File: src/logic/rst_seq_pkg.sv
package rst_seq_pkg;

    // Clock rate in kHz so the cycle counts stay exact integers
    localparam int unsigned CLK_KHZ          = 200000;
    // Clock-stable wait; the printed figure is taken as microseconds
    localparam int unsigned CLK_STABLE_US    = 100;
    localparam int unsigned CLK_STABLE_CYC   = (CLK_STABLE_US * CLK_KHZ + 999) / 1000;
    // Power-good wait in milliseconds
    localparam int unsigned PWR_STABLE_MS    = 100;
    localparam int unsigned PWR_STABLE_CYC   = PWR_STABLE_MS * CLK_KHZ;
    // Longest time from reset release to link training start
    localparam int unsigned TRAIN_LIMIT_MS   = 80;
    localparam int unsigned TRAIN_LIMIT_CYC  = TRAIN_LIMIT_MS * CLK_KHZ;
    // Device starts training this many cycles after strap capture, one cycle after release (well inside the limit)
    localparam int unsigned TRAIN_DELAY_CYC  = 16;

    localparam int CNT_W = 32;

    // Host register map over APB (byte addresses)
    localparam logic [11:0] CTRL_ADDR   = 12'h000;
    localparam logic [11:0] STATUS_ADDR = 12'h004;

    // Control register fields
    localparam int CTRL_PWR_REQ_BIT   = 0;
    localparam int CTRL_PD_BIT        = 1;
    localparam int CTRL_GLOBAL_LINK_RESET_N_BIT      = 2;
    localparam int CTRL_SB_FORCE_BIT  = 3;
    localparam int CTRL_LEGACY_BIT    = 4;
    localparam int CTRL_W             = 5;
    localparam logic [CTRL_W-1:0] CTRL_RESET = 5'h04;

    // Status register fields
    localparam int ST_STATE_LSB    = 0;
    localparam int ST_PERST_BIT    = 3;
    localparam int ST_PWR_BIT      = 4;
    localparam int ST_CLK_BIT      = 5;
    localparam int ST_TRAIN_BIT    = 6;
    localparam int ST_CNA_BIT      = 7;
    localparam int ST_SB_BIT       = 8;

    // Host power sequencer states
    typedef enum logic [2:0] {
        SEQ_OFF       = 3'b000,
        SEQ_PWR_ON    = 3'b001,
        SEQ_CLK_ON    = 3'b010,
        SEQ_WAIT      = 3'b011,
        SEQ_RUN       = 3'b100,
        SEQ_DOWN_RST  = 3'b101,
        SEQ_DOWN_CLK  = 3'b110
    } seq_state_t;

endpackage : rst_seq_pkg

File: src/logic/rst_seq_if.sv
`timescale 1ns/1ps
// Pins between the system sequencer and the bridge
interface rst_seq_if;
    logic perst_n;
    logic supply_en;
    logic refclk_en;
    logic global_link_reset_n;
    logic power_down_input;
    logic phy_link_protocol_select;
    logic test_mode_control;
    logic scan_enable_test;
    logic scan_mode_test;
    logic sda_pullup;
    logic cable_not_active_output;
    logic training_start;

    modport host (
        output perst_n, supply_en, refclk_en, global_link_reset_n, power_down_input,
        output phy_link_protocol_select, test_mode_control, scan_enable_test, scan_mode_test,
        input  cable_not_active_output, training_start
    );
    modport dev (
        input  perst_n, supply_en, refclk_en, global_link_reset_n, power_down_input,
        input  phy_link_protocol_select, test_mode_control, scan_enable_test, scan_mode_test,
        input  sda_pullup,
        output cable_not_active_output, training_start
    );
endinterface : rst_seq_if

File: src/logic/rst_seq_host.sv
// Decided for this implementation: the APB register port and the address map.
`timescale 1ns/1ps
// Summary of operation
// - Assert reset, then supplies, then clock.
// - Hold reset 100 us after stable clock.
// - Hold reset 100 ms after power.
// - Power down: reset, clock stop, supplies.
// - Power-down input shuts all but monitor.
// - Unused power-down input held low.
// - Global link reset restores link registers.
// - Global link reset only at power-on.
// - Serial bus on pull-up or force bit.
// - Protocol select: high beta, low legacy.
// - Protocol select held high normally.
// - Test inputs: control high, scans low.
// - Sample statics, train within 80 ms.
module rst_seq_host
    import rst_seq_pkg::*;
#(
    parameter int unsigned PWR_WAIT = PWR_STABLE_CYC,
    parameter int unsigned CLK_WAIT = CLK_STABLE_CYC
)(
    input  wire logic        clk_i,
    input  wire logic        rstn_i,
    input  wire logic [11:0] paddr_i,
    input  wire logic        psel_i,
    input  wire logic        penable_i,
    input  wire logic        pwrite_i,
    input  wire logic [31:0] pwdata_i,
    output logic      [31:0] prdata_o,
    output logic             pready_o,
    output logic             pslverr_o,
    input  wire logic        power_good_i,
    input  wire logic        clk_stable_i,
    rst_seq_if.host          link
);

    seq_state_t           state_q;
    logic [CTRL_W-1:0]    ctrl_q;
    logic [CNT_W-1:0]     pwr_cnt_q;
    logic [CNT_W-1:0]     clk_cnt_q;
    logic                 trained_q;
    logic                 apb_wr;
    logic                 addr_ok;
    // One-shot flag: global reset released since power-on
    logic                 global_link_reset_n_done_q;

    // Zero-wait slave; unmapped addresses answer with an error
    // Status is read-only: writes to it are dropped without an error
    assign pready_o  = 1'b1;
    assign addr_ok   = (paddr_i == CTRL_ADDR) || (paddr_i == STATUS_ADDR);
    assign pslverr_o = psel_i && penable_i && !addr_ok;
    assign apb_wr    = psel_i && penable_i && pwrite_i && (paddr_i == CTRL_ADDR);

    // Control register
    always_ff @(posedge clk_i or negedge rstn_i)
    begin
        if (!rstn_i)
            ctrl_q <= CTRL_RESET;
        else if (apb_wr)
        begin
            ctrl_q <= pwdata_i[CTRL_W-1:0];
            if (global_link_reset_n_done_q)
                ctrl_q[CTRL_GLOBAL_LINK_RESET_N_BIT] <= 1'b0;
        end
    end

    // global reset is a one-shot after power-on
    // A runtime pulse would wipe link state that software expects to keep
    always_ff @(posedge clk_i or negedge rstn_i)
    begin
        if (!rstn_i)
            global_link_reset_n_done_q <= 1'b0;
        else if (!ctrl_q[CTRL_GLOBAL_LINK_RESET_N_BIT])
            global_link_reset_n_done_q <= 1'b1;
    end

    // Read data is registered so it is stable in the access phase
    // Unmapped reads return zero
    always_ff @(posedge clk_i or negedge rstn_i)
    begin
        if (!rstn_i)
            prdata_o <= 32'h0000_0000;
        else if (psel_i && !penable_i)
        begin
            prdata_o <= 32'h0000_0000;
            if (paddr_i == CTRL_ADDR)
                prdata_o[CTRL_W-1:0] <= ctrl_q;
            else if (paddr_i == STATUS_ADDR)
            begin
                prdata_o[ST_STATE_LSB +: 3] <= state_q;
                prdata_o[ST_PERST_BIT]      <= link.perst_n;
                prdata_o[ST_PWR_BIT]        <= power_good_i;
                prdata_o[ST_CLK_BIT]        <= clk_stable_i;
                prdata_o[ST_TRAIN_BIT]      <= trained_q;
                prdata_o[ST_CNA_BIT]        <= link.cable_not_active_output;
            end
        end
    end

    // Sequencer: power-up and power-down order
    // Clearing the power request always takes the ordered shutdown path
    // A loss in run falls back to the wait state; only the counter of the lost input is cleared
    always_ff @(posedge clk_i or negedge rstn_i)
    begin
        if (!rstn_i)
            state_q <= SEQ_OFF;
        else
        begin
            case (state_q)
                SEQ_OFF:
                    if (ctrl_q[CTRL_PWR_REQ_BIT])
                        state_q <= SEQ_PWR_ON;
                SEQ_PWR_ON:
                    if (!ctrl_q[CTRL_PWR_REQ_BIT])
                        state_q <= SEQ_DOWN_RST;
                    else if (power_good_i)
                        state_q <= SEQ_CLK_ON;
                SEQ_CLK_ON:
                    if (!ctrl_q[CTRL_PWR_REQ_BIT])
                        state_q <= SEQ_DOWN_RST;
                    else
                        state_q <= SEQ_WAIT;
                SEQ_WAIT:
                    if (!ctrl_q[CTRL_PWR_REQ_BIT])
                        state_q <= SEQ_DOWN_RST;
                    else if (pwr_cnt_q >= PWR_WAIT && clk_cnt_q >= CLK_WAIT)
                        state_q <= SEQ_RUN;
                SEQ_RUN:
                    if (!ctrl_q[CTRL_PWR_REQ_BIT])
                        state_q <= SEQ_DOWN_RST;
                    else if (!power_good_i || !clk_stable_i)
                        state_q <= SEQ_WAIT;
                SEQ_DOWN_RST:
                    state_q <= SEQ_DOWN_CLK;
                SEQ_DOWN_CLK:
                    state_q <= SEQ_OFF;
                default:
                    state_q <= SEQ_OFF;
            endcase
        end
    end

    // waits restart on any loss
    // Counters saturate at the limit, so a long run never wraps around
    // Supply and clock enables gate them too: a monitor that reads good
    // while the rail is still off must not shorten the wait
    always_ff @(posedge clk_i or negedge rstn_i)
    begin
        if (!rstn_i)
        begin
            pwr_cnt_q <= '0;
            clk_cnt_q <= '0;
        end
        else
        begin
            if (!power_good_i || !link.supply_en)
                pwr_cnt_q <= '0;
            else if (pwr_cnt_q < PWR_WAIT)
                pwr_cnt_q <= pwr_cnt_q + 1'b1;
            if (!clk_stable_i || !link.refclk_en)
                clk_cnt_q <= '0;
            else if (clk_cnt_q < CLK_WAIT)
                clk_cnt_q <= clk_cnt_q + 1'b1;
        end
    end

    // Training seen flag; set wins over the clear on reset assert
    // Cleared outside run so a read after a restart shows fresh training
    always_ff @(posedge clk_i or negedge rstn_i)
    begin
        if (!rstn_i)
            trained_q <= 1'b0;
        else if (link.training_start)
            trained_q <= 1'b1;
        else if (state_q != SEQ_RUN)
            trained_q <= 1'b0;
    end

    // Pin drive; reset is only released in the run state
    // Supply stays on through both shutdown steps and the clock stops one
    // state earlier, so reset is low before either goes away
    assign link.perst_n   = (state_q == SEQ_RUN);
    assign link.supply_en = (state_q == SEQ_PWR_ON) || (state_q == SEQ_CLK_ON)
                          || (state_q == SEQ_WAIT) || (state_q == SEQ_RUN)
                          || (state_q == SEQ_DOWN_RST) || (state_q == SEQ_DOWN_CLK);
    assign link.refclk_en = (state_q == SEQ_CLK_ON) || (state_q == SEQ_WAIT)
                          || (state_q == SEQ_RUN) || (state_q == SEQ_DOWN_RST);
    // global reset meant as one-time pulse
    assign link.global_link_reset_n = !ctrl_q[CTRL_GLOBAL_LINK_RESET_N_BIT];
    assign link.power_down_input = ctrl_q[CTRL_PD_BIT];
    assign link.phy_link_protocol_select = !ctrl_q[CTRL_LEGACY_BIT];
    // test straps at normal levels
    // Scan paths stay off; nothing in this block can reach them
    assign link.test_mode_control = 1'b1;
    assign link.scan_enable_test  = 1'b0;
    assign link.scan_mode_test    = 1'b0;

endmodule : rst_seq_host

File: src/flat_wrapper.sv
// flat-port wrapper written by rule: the top's interface ports become plain ports
module rst_seq_host_flat import rst_seq_pkg::*;
#(
    parameter int unsigned PWR_WAIT = PWR_STABLE_CYC,
    parameter int unsigned CLK_WAIT = CLK_STABLE_CYC
)
  (clk_i, rstn_i, paddr_i, psel_i, penable_i, pwrite_i, pwdata_i, prdata_o, pready_o, pslverr_o, power_good_i, clk_stable_i, link_perst_n, link_supply_en, link_refclk_en, link_global_link_reset_n, link_power_down_input, link_phy_link_protocol_select, link_test_mode_control, link_scan_enable_test, link_scan_mode_test, link_cable_not_active_output, link_training_start);
  rst_seq_if link_i ();
  input  wire logic clk_i;
  input  wire logic rstn_i;
  input  wire logic [11:0] paddr_i;
  input  wire logic psel_i;
  input  wire logic penable_i;
  input  wire logic pwrite_i;
  input  wire logic [31:0] pwdata_i;
  output logic      [31:0] prdata_o;
  output logic pready_o;
  output logic pslverr_o;
  input  wire logic power_good_i;
  input  wire logic clk_stable_i;
  output wire logic [$bits(link_i.perst_n)-1:0] link_perst_n;
  output wire logic [$bits(link_i.supply_en)-1:0] link_supply_en;
  output wire logic [$bits(link_i.refclk_en)-1:0] link_refclk_en;
  output wire logic [$bits(link_i.global_link_reset_n)-1:0] link_global_link_reset_n;
  output wire logic [$bits(link_i.power_down_input)-1:0] link_power_down_input;
  output wire logic [$bits(link_i.phy_link_protocol_select)-1:0] link_phy_link_protocol_select;
  output wire logic [$bits(link_i.test_mode_control)-1:0] link_test_mode_control;
  output wire logic [$bits(link_i.scan_enable_test)-1:0] link_scan_enable_test;
  output wire logic [$bits(link_i.scan_mode_test)-1:0] link_scan_mode_test;
  input wire logic [$bits(link_i.cable_not_active_output)-1:0] link_cable_not_active_output;
  input wire logic [$bits(link_i.training_start)-1:0] link_training_start;
  assign link_perst_n = link_i.perst_n;
  assign link_supply_en = link_i.supply_en;
  assign link_refclk_en = link_i.refclk_en;
  assign link_global_link_reset_n = link_i.global_link_reset_n;
  assign link_power_down_input = link_i.power_down_input;
  assign link_phy_link_protocol_select = link_i.phy_link_protocol_select;
  assign link_test_mode_control = link_i.test_mode_control;
  assign link_scan_enable_test = link_i.scan_enable_test;
  assign link_scan_mode_test = link_i.scan_mode_test;
  assign link_i.cable_not_active_output = link_cable_not_active_output;
  assign link_i.training_start = link_training_start;
  rst_seq_host #(.PWR_WAIT(PWR_WAIT), .CLK_WAIT(CLK_WAIT)) u_core (.clk_i(clk_i), .rstn_i(rstn_i), .paddr_i(paddr_i), .psel_i(psel_i), .penable_i(penable_i), .pwrite_i(pwrite_i), .pwdata_i(pwdata_i), .prdata_o(prdata_o), .pready_o(pready_o), .pslverr_o(pslverr_o), .power_good_i(power_good_i), .clk_stable_i(clk_stable_i), .link(link_i));
endmodule
File: config.mk
export PLATFORM = sky130hd
export DESIGN_NAME = rst_seq_host_flat
export DESIGN_NICKNAME = d
export VERILOG_FILES = /design/src/logic/rst_seq_pkg.sv /design/src/logic/rst_seq_if.sv /design/src/logic/rst_seq_host.sv /design/src/flat_wrapper.sv
export SDC_FILE = /design/constraint.sdc
export NUM_CORES = 1
export LEC_CHECK = 0
export BUFFER_PORTS_ARGS = -buffer_cell sky130_fd_sc_hd__buf_2
export CAP_MARGIN = 20
export CORE_ASPECT_RATIO = 0.6
export CORE_MARGIN = 3
export CORE_UTILIZATION = 45
export DETAILED_ROUTE_END_ITERATION = 10
export MAX_ROUTING_LAYER = met4
export PLACE_DENSITY_LB_ADDON = 0.25
export SETUP_SLACK_MARGIN = 0.05
export SYNTH_ARGS = -nofsm -noshare
export SYNTH_HDL_FRONTEND = slang
export SYNTH_SLANG_ARGS = --single-unit
File: constraint.sdc
create_clock -name clk_i -period 2.1 [get_ports clk_i]
set_input_delay 0.42 -clock clk_i [delete_from_list [all_inputs] [get_ports clk_i]]
set_output_delay 0.42 -clock clk_i [all_outputs]
set_load 0.05 [all_outputs]
; ---- After elaboration in Yosys (flattened, before gate mapping)
; Index checks and enable logic that the tools add are counted.
[word_totals]
ff_bits = 82
latchBits = 0
ramBits = 0
rom_bits = 0
in_bits = 53
out_inout_bits = 43
word_cells = 76
memories = 0
[op_classes]
addsub = 2
multipliers = 0
div_mod_pow = 0
n_lt_le_gt_ge = 4
n_eq_ne = 12
shift = 0
n_mux = 19
bitwise_logic = 0
n_reduce_logical = 32
[op_table]
columns = operator, n
row1 = 32-bit 2-to-1 mux, 4
row2 = "32-bit by 1-bit adder with 32-bit output, second input constant", 2
row3 = "32-bit by 15-bit greater-or-equal comparator with 1-bit output, second input constant", 1
row4 = "32-bit by 25-bit greater-or-equal comparator with 1-bit output, second input constant", 1
row5 = "32-bit by 15-bit < comparator with 1-bit output, second input constant", 1
row6 = "32-bit by 25-bit < comparator with 1-bit output, second input constant", 1
row7 = 3-bit 2-to-1 mux, 9
row8 = 3-bit case mux with 6 select lines, 1
row9 = "12-bit by 3-bit equality test with 1-bit output, second input constant", 1
row10 = 12-bit zero test, 1
row11 = 1-bit logical OR, 12
row12 = "3-bit inequality test, second input constant", 4
row13 = "3-bit equality test, second input constant", 3
row14 = 1-bit zero test, 8
row15 = 8-bit 2-to-1 mux, 1
row16 = "3-bit by 2-bit equality test with 1-bit output, second input constant", 2
row17 = 1-bit logical AND, 6
row18 = 2-bit nonzero test, 3
row19 = 5-bit 2-to-1 mux, 1
row20 = 4-bit AND reduction, 1
row21 = "3-bit by 1-bit equality test with 1-bit output, second input constant", 1
row22 = 3-bit zero test, 1
row23 = 1-bit 2-to-1 mux, 3
row24 = "2-bit by 1-bit inequality test with 1-bit output, second input constant", 1

; ---- Logic depth before layout (Yosys ltp)
[depth]
word_depth = 9
ltp_mapped = 7
depth_no_buf = 6

; ---- Worst setup path after synthesis
; Ideal clock, no wire load.
[synth_path]
path_type = register to register
startpoint = reg u_core.state_q[1]
endpoint = reg u_core.prdata_o[3]
setup_time_ns = 0.097
t_arrival_ns = 2.293
slack_ns = -0.290
path_stages_with_launch = 5
n_path_buf = 1
cell_sequence = dfrtp_1 -> clkbuf_1 -> nor3b_1 -> mux2i_1 -> o31ai_1
[synth_via]
elab_chain_cells = 3
[synth_lines]
columns = item, line_no
row1 = start: declaration, rst_seq_host.sv:38  ; seq_state_t state_q;
row2 = start signal: assignment, rst_seq_host.sv:107  ; state_q <= SEQ_OFF;
row3 = start signal: assignment, rst_seq_host.sv:113  ; state_q <= SEQ_PWR_ON;
row4 = start signal: assignment, rst_seq_host.sv:116  ; state_q <= SEQ_DOWN_RST;
row5 = 3-bit equality test, rst_seq_host.sv:183  ; assign link.perst_n = (state_q == SEQ_RUN);
row6 = via link_perst_n, flat_wrapper.sv:21  ; output wire logic [$bits(link_i.perst_n)-1:0] link_perst_n;
row7 = 8-bit 2-to-1 mux, rst_seq_host.sv:89  ; else if (paddr_i == STATUS_ADDR)
row8 = 5-bit 2-to-1 mux, rst_seq_host.sv:87  ; if (paddr_i == CTRL_ADDR)
row9 = end signal: indexed assignment, rst_seq_host.sv:88  ; prdata_o[CTRL_W-1:0] <= ctrl_q;
row10 = end signal: indexed assignment, rst_seq_host.sv:91  ; prdata_o[ST_STATE_LSB +: 3] <= state_q;
row11 = end signal: indexed assignment, rst_seq_host.sv:92  ; prdata_o[ST_PERST_BIT] <= link.perst_n;
row12 = end: declaration, rst_seq_host.sv:30  ; output logic [31:0] prdata_o,
; The timed path passes the listed nets, and every way through them passes these cells.
; A chain may end at the register's enable or synchronous reset.

; ---- Final worst setup path
[layout_path]
startpoint = reg u_core.pwr_cnt_q[27]
endpoint = reg u_core.pwr_cnt_q[16]
[layout_via]
elab_chain_cells = 2
[layout_lines]
columns = item, line_no
row1 = start: declaration, rst_seq_host.sv:40  ; logic [CNT_W-1:0] pwr_cnt_q;
row2 = start signal: assignment, rst_seq_host.sv:160  ; pwr_cnt_q <= pwr_cnt_q + 1'b1;
row3 = 32-bit by 25-bit < comparator with 1-bit output, rst_seq_host.sv:159  ; else if (pwr_cnt_q < PWR_WAIT)
row4 = 2-bit nonzero test (no line), --
; No other way between the ends.

==> impl_summary.md <==
Outcome
The flow ran to the end, and the final reports show no timing, DRC or antenna violations.

Setup path
The start-to-end type of the worst setup path is reg2reg. In this run the critical register-to-register path is captured at u_core.pwr_cnt_q[16]$_DFFE_PN0P_. The data required time at the worst endpoint is 2.37 ns.

The worst setup path is launched from a register. STA classifies the critical path endpoint as a register. The arrival time of data at the critical path endpoint is 2.32 ns. The largest fanout on the critical path is 6. The register-to-register setup slack is 0.05 ns. The first element of the critical path is u_core.pwr_cnt_q[27]$_DFFE_PN0P_. The number of cells on the worst reg-to-reg path is 5. The worst register-to-register path begins at u_core.pwr_cnt_q[27]$_DFFE_PN0P_.

Die
The floorplan step defined a die boundary enclosing 10800 sq um. In this run the core area contains 26 standard-cell rows. The floorplan step defined a core boundary enclosing 8880 sq um. In this run the count of I/O pins placed on the die edge is 96. The floorplan step set the die height to 81.7 microns.

The starting density of the core is 0.484. The die width is 132 microns.

Logic synthesis
The cell count after synthesis is 449. The most used flip-flop cell after synthesis is sky130_fd_sc_hd__dfrtp_1. Counting flops with a built-in enable in the synthesized netlist gives 0. The largest area contributor in the netlist is sky130_fd_sc_hd__dfrtp_1. After synthesis, the mean cell area works out to 9.57 sq um. In this run, distinct cell masters in the synthesized netlist total 53. By area the synthesized netlist is led by sky130_fd_sc_hd__dfrtp_1 47%, sky130_fd_sc_hd__buf_4 4.9%, sky130_fd_sc_hd__nand2_1 4.1%. In this run the cell area of the synthesized design comes to 4300 sq um. By instance count, the leading cell after synthesis is sky130_fd_sc_hd__dfrtp_1. By count the netlist is led by 81 x sky130_fd_sc_hd__dfrtp_1, 47 x sky130_fd_sc_hd__nand2_1, 34 x sky130_fd_sc_hd__nor2_1.

The area share of xor/xnor cells in the synthesized design is 0.0285. The mux share of post-synthesis cell area is 0.0291. The async set or reset register ratio after synthesis is 1.00.

The Yosys step of the flow raised 0 warnings. The area share of the largest cell type after synthesis is 0.472. The post-synthesis sequential area ratio is 0.478. The area share of and/or/nand/nor cells after synthesis is 0.250. The adder-cell area share of the yosys netlist is 0.0146. The synthesized flop and latch total is 82. The compound-gate portion of the synthesized area is 0.117.

The largest family of logic cells by synthesized area is simple AND/OR/NAND/NOR gates.

Global route
The number of global-route vias before repair came to 3211. The initial antenna violation count is 0. After global routing the overflow that remains totals 0.

Entering global routing, the biggest net connects 31 pins. The first global-routing pass estimated 16.1 mm of wire. For this run, the total global-route usage over all layers was measured as 0.194.

Hold path
The worst hold path belongs to the class in2async.

STA
The hold violation count in the final report is 0. The max-slew headroom at the worst pin is 0.613. The max-slew violation total from the final report is 0. The period utilization is 0.977. The worst-case hold slack is 0.0111 ns.

Across the routed clock network, the largest skew measured is 0.00590 ns. Setup repair after global routing could not meet its margin everywhere. The worst path needs 2.05 ns of the cycle, external delays included.

Setup violations remaining at the end of the flow were counted as 0. The transition at the pin with the smallest max-transition slack is 0.580 ns. For this run, the top clock speed supported by timing is 0.487 GHz.

Cells and area
From synthesis to final layout, the design area changed by 20.1%. After routing the design area is 5160 sq um. The post-route non-filler standard cell count is 644.

The total inserted antenna cells is 0. The final net count is 571. In the final layout, the share of cells above drive strength 1 is 0.245. The post-layout utilization of the core is 0.581.

Placed design
Routability-driven placement finished with a final weighted congestion of 0.780. The total half-perimeter wirelength after legalization and detailed placement is 6.70 mm. The number of buffers added on ports is 40.

The placed instance count is 624. The post-detailed-placement cell area is 4740 sq um.

Pwr
Total power for the finished layout comes to 4.44 mW. For this design the static power due to leakage is 2.46 nW. The highest ir drop seen on vdd is 0.546 mV. The total power per unit cell area is 861 nW/um^2.

Routing
The final layout contains routed wiring with a total length of 9.76 mm. For this block, the via count after detailed routing is 3420. The average routed wire per standard cell is 15.2 microns. The total iterations of the first detailed-routing run is 4. The number of remaining DRC errors is 0. The first routing iteration left 233 violations. After detailed routing, the number of vias per cell comes to 5.31.

The detail route stage leaves a number of antenna-violating nets equal to 0.

CTS
The number of H-tree branching levels is 3. The clock sink count is 82. The cell sitting at the root of the clock tree is a sky130_fd_sc_hd__clkbuf_16. Buffers inserted during clock tree synthesis total 9.

The clock input transition at the sequential cells of the worst setup and hold paths is 0.06 ns. The later pin in the worst-skew pair is clocked with a latency of 0.34 ns. The CTS tree is done. In this run the deepest clock path goes through 2 buffers.

Flow run
Across the run, the number of max-cap violations was 0.
-- flip-flops by register name, indices dropped and copies added (netlist names) --
| name | count |
|---|---|
| u_core.global_link_reset_n_done_q | 1 |
| u_core.trained_q | 1 |
| u_core.state_q | 3 |
| u_core.clk_cnt_q | 32 |
| u_core.ctrl_q | 5 |
| u_core.prdata_o | 8 |
| u_core.pwr_cnt_q | 32 |
-- what timing repair did --
action	4_1_cts	5_1_grt
pin swaps	2	5
setup buffers	0	2
resized for setup	4	19
endpoints found under the setup margin	7	22
hold buffers	0	0
cloned	1	1
-- per-layer routing --
metal  GRT usage  wire length, microns  vias up
met5           -                     0        -
met4      0.0503                    87        0
met3      0.0502                   513        9
met2       0.288                  4330       93
met1       0.266                  4840     1653
li1            -                     -     1665
-- cells in the final DEF (no fill, tap or decap), drive strengths merged, types with 3 or more instances in the layout --
master and instances:
a21oi 17, or3 7, mux2 4, ha 5
xnor2 13, a41o 4, and4 4, and3 24
buf 75, nand3 11, nor3b 5, o21ai 19
nand2 47, a211oi 4, nor2 34, nor3 10
nand2b 6, conb 28, a31oi 7, nand4 8
nor4 15, a31o 9, and2 17, clkbuf 14
nor2b 3, or4 4, mux2i 8, o31ai 5
dfrtp 81, inv 12
-- cell type report --
type	count	area (sq um)
Clock buffer	14	264
Clock inverter	2	12.5
Fill cell	760	3720
Inverter	12	45.0
Multi-Input combinational cell	333	2120
Sequential cell	82	2050
Tap cell	126	158
Timing Repair Buffer	75	504
-- stage by stage --
step,TNS [ns],worst slack [ns]
floorplan,0,0.0723
global placement,0,0.00235
detailed placement,-0.125,-0.0321
CTS,0,0.0661
global route,-0.0742,-0.0279
finish,0,0.0478
-- cells by family after synthesis --
logic type / count (synthesis)
multiplexers: 12
flip-flops: 82
other: 2
XOR/XNOR: 14
adder cells (fa/ha/maj): 5
AO/OA/AOI/OAI: 75
buffers and inverters: 61
AND/OR/NAND/NOR: 198
-- worst max path at each step --
stage	end	cells after the start
floorplan	u_core.pwr_cnt_q[19]$_DFFE_PN0P_	7
global placement	u_core.pwr_cnt_q[22]$_DFFE_PN0P_	5
detailed placement	u_core.ctrl_q[1]$_DFFE_PN0P_	5
CTS	u_core.pwr_cnt_q[14]$_DFFE_PN0P_	5
global route	u_core.pwr_cnt_q[18]$_DFFE_PN0P_	5
finish	u_core.pwr_cnt_q[16]$_DFFE_PN0P_	5
-- power by group --
group          switching (mW)  internal, mW  total [mW]
clock                   0.597         0.865        1.46
combinational           0.893         0.385        1.28
sequential             0.0541          1.65        1.70
-- critical path, stage by stage (launching register included) --
cell and delay (ns):
sky130_fd_sc_hd__dfrtp_1 0.37, sky130_fd_sc_hd__nor3_1 0.42, sky130_fd_sc_hd__nand4_4 0.17, sky130_fd_sc_hd__or4_4 0.50
sky130_fd_sc_hd__or3_1 0.39, sky130_fd_sc_hd__a21oi_2 0.13
Power figures use the tool's default switching activity.
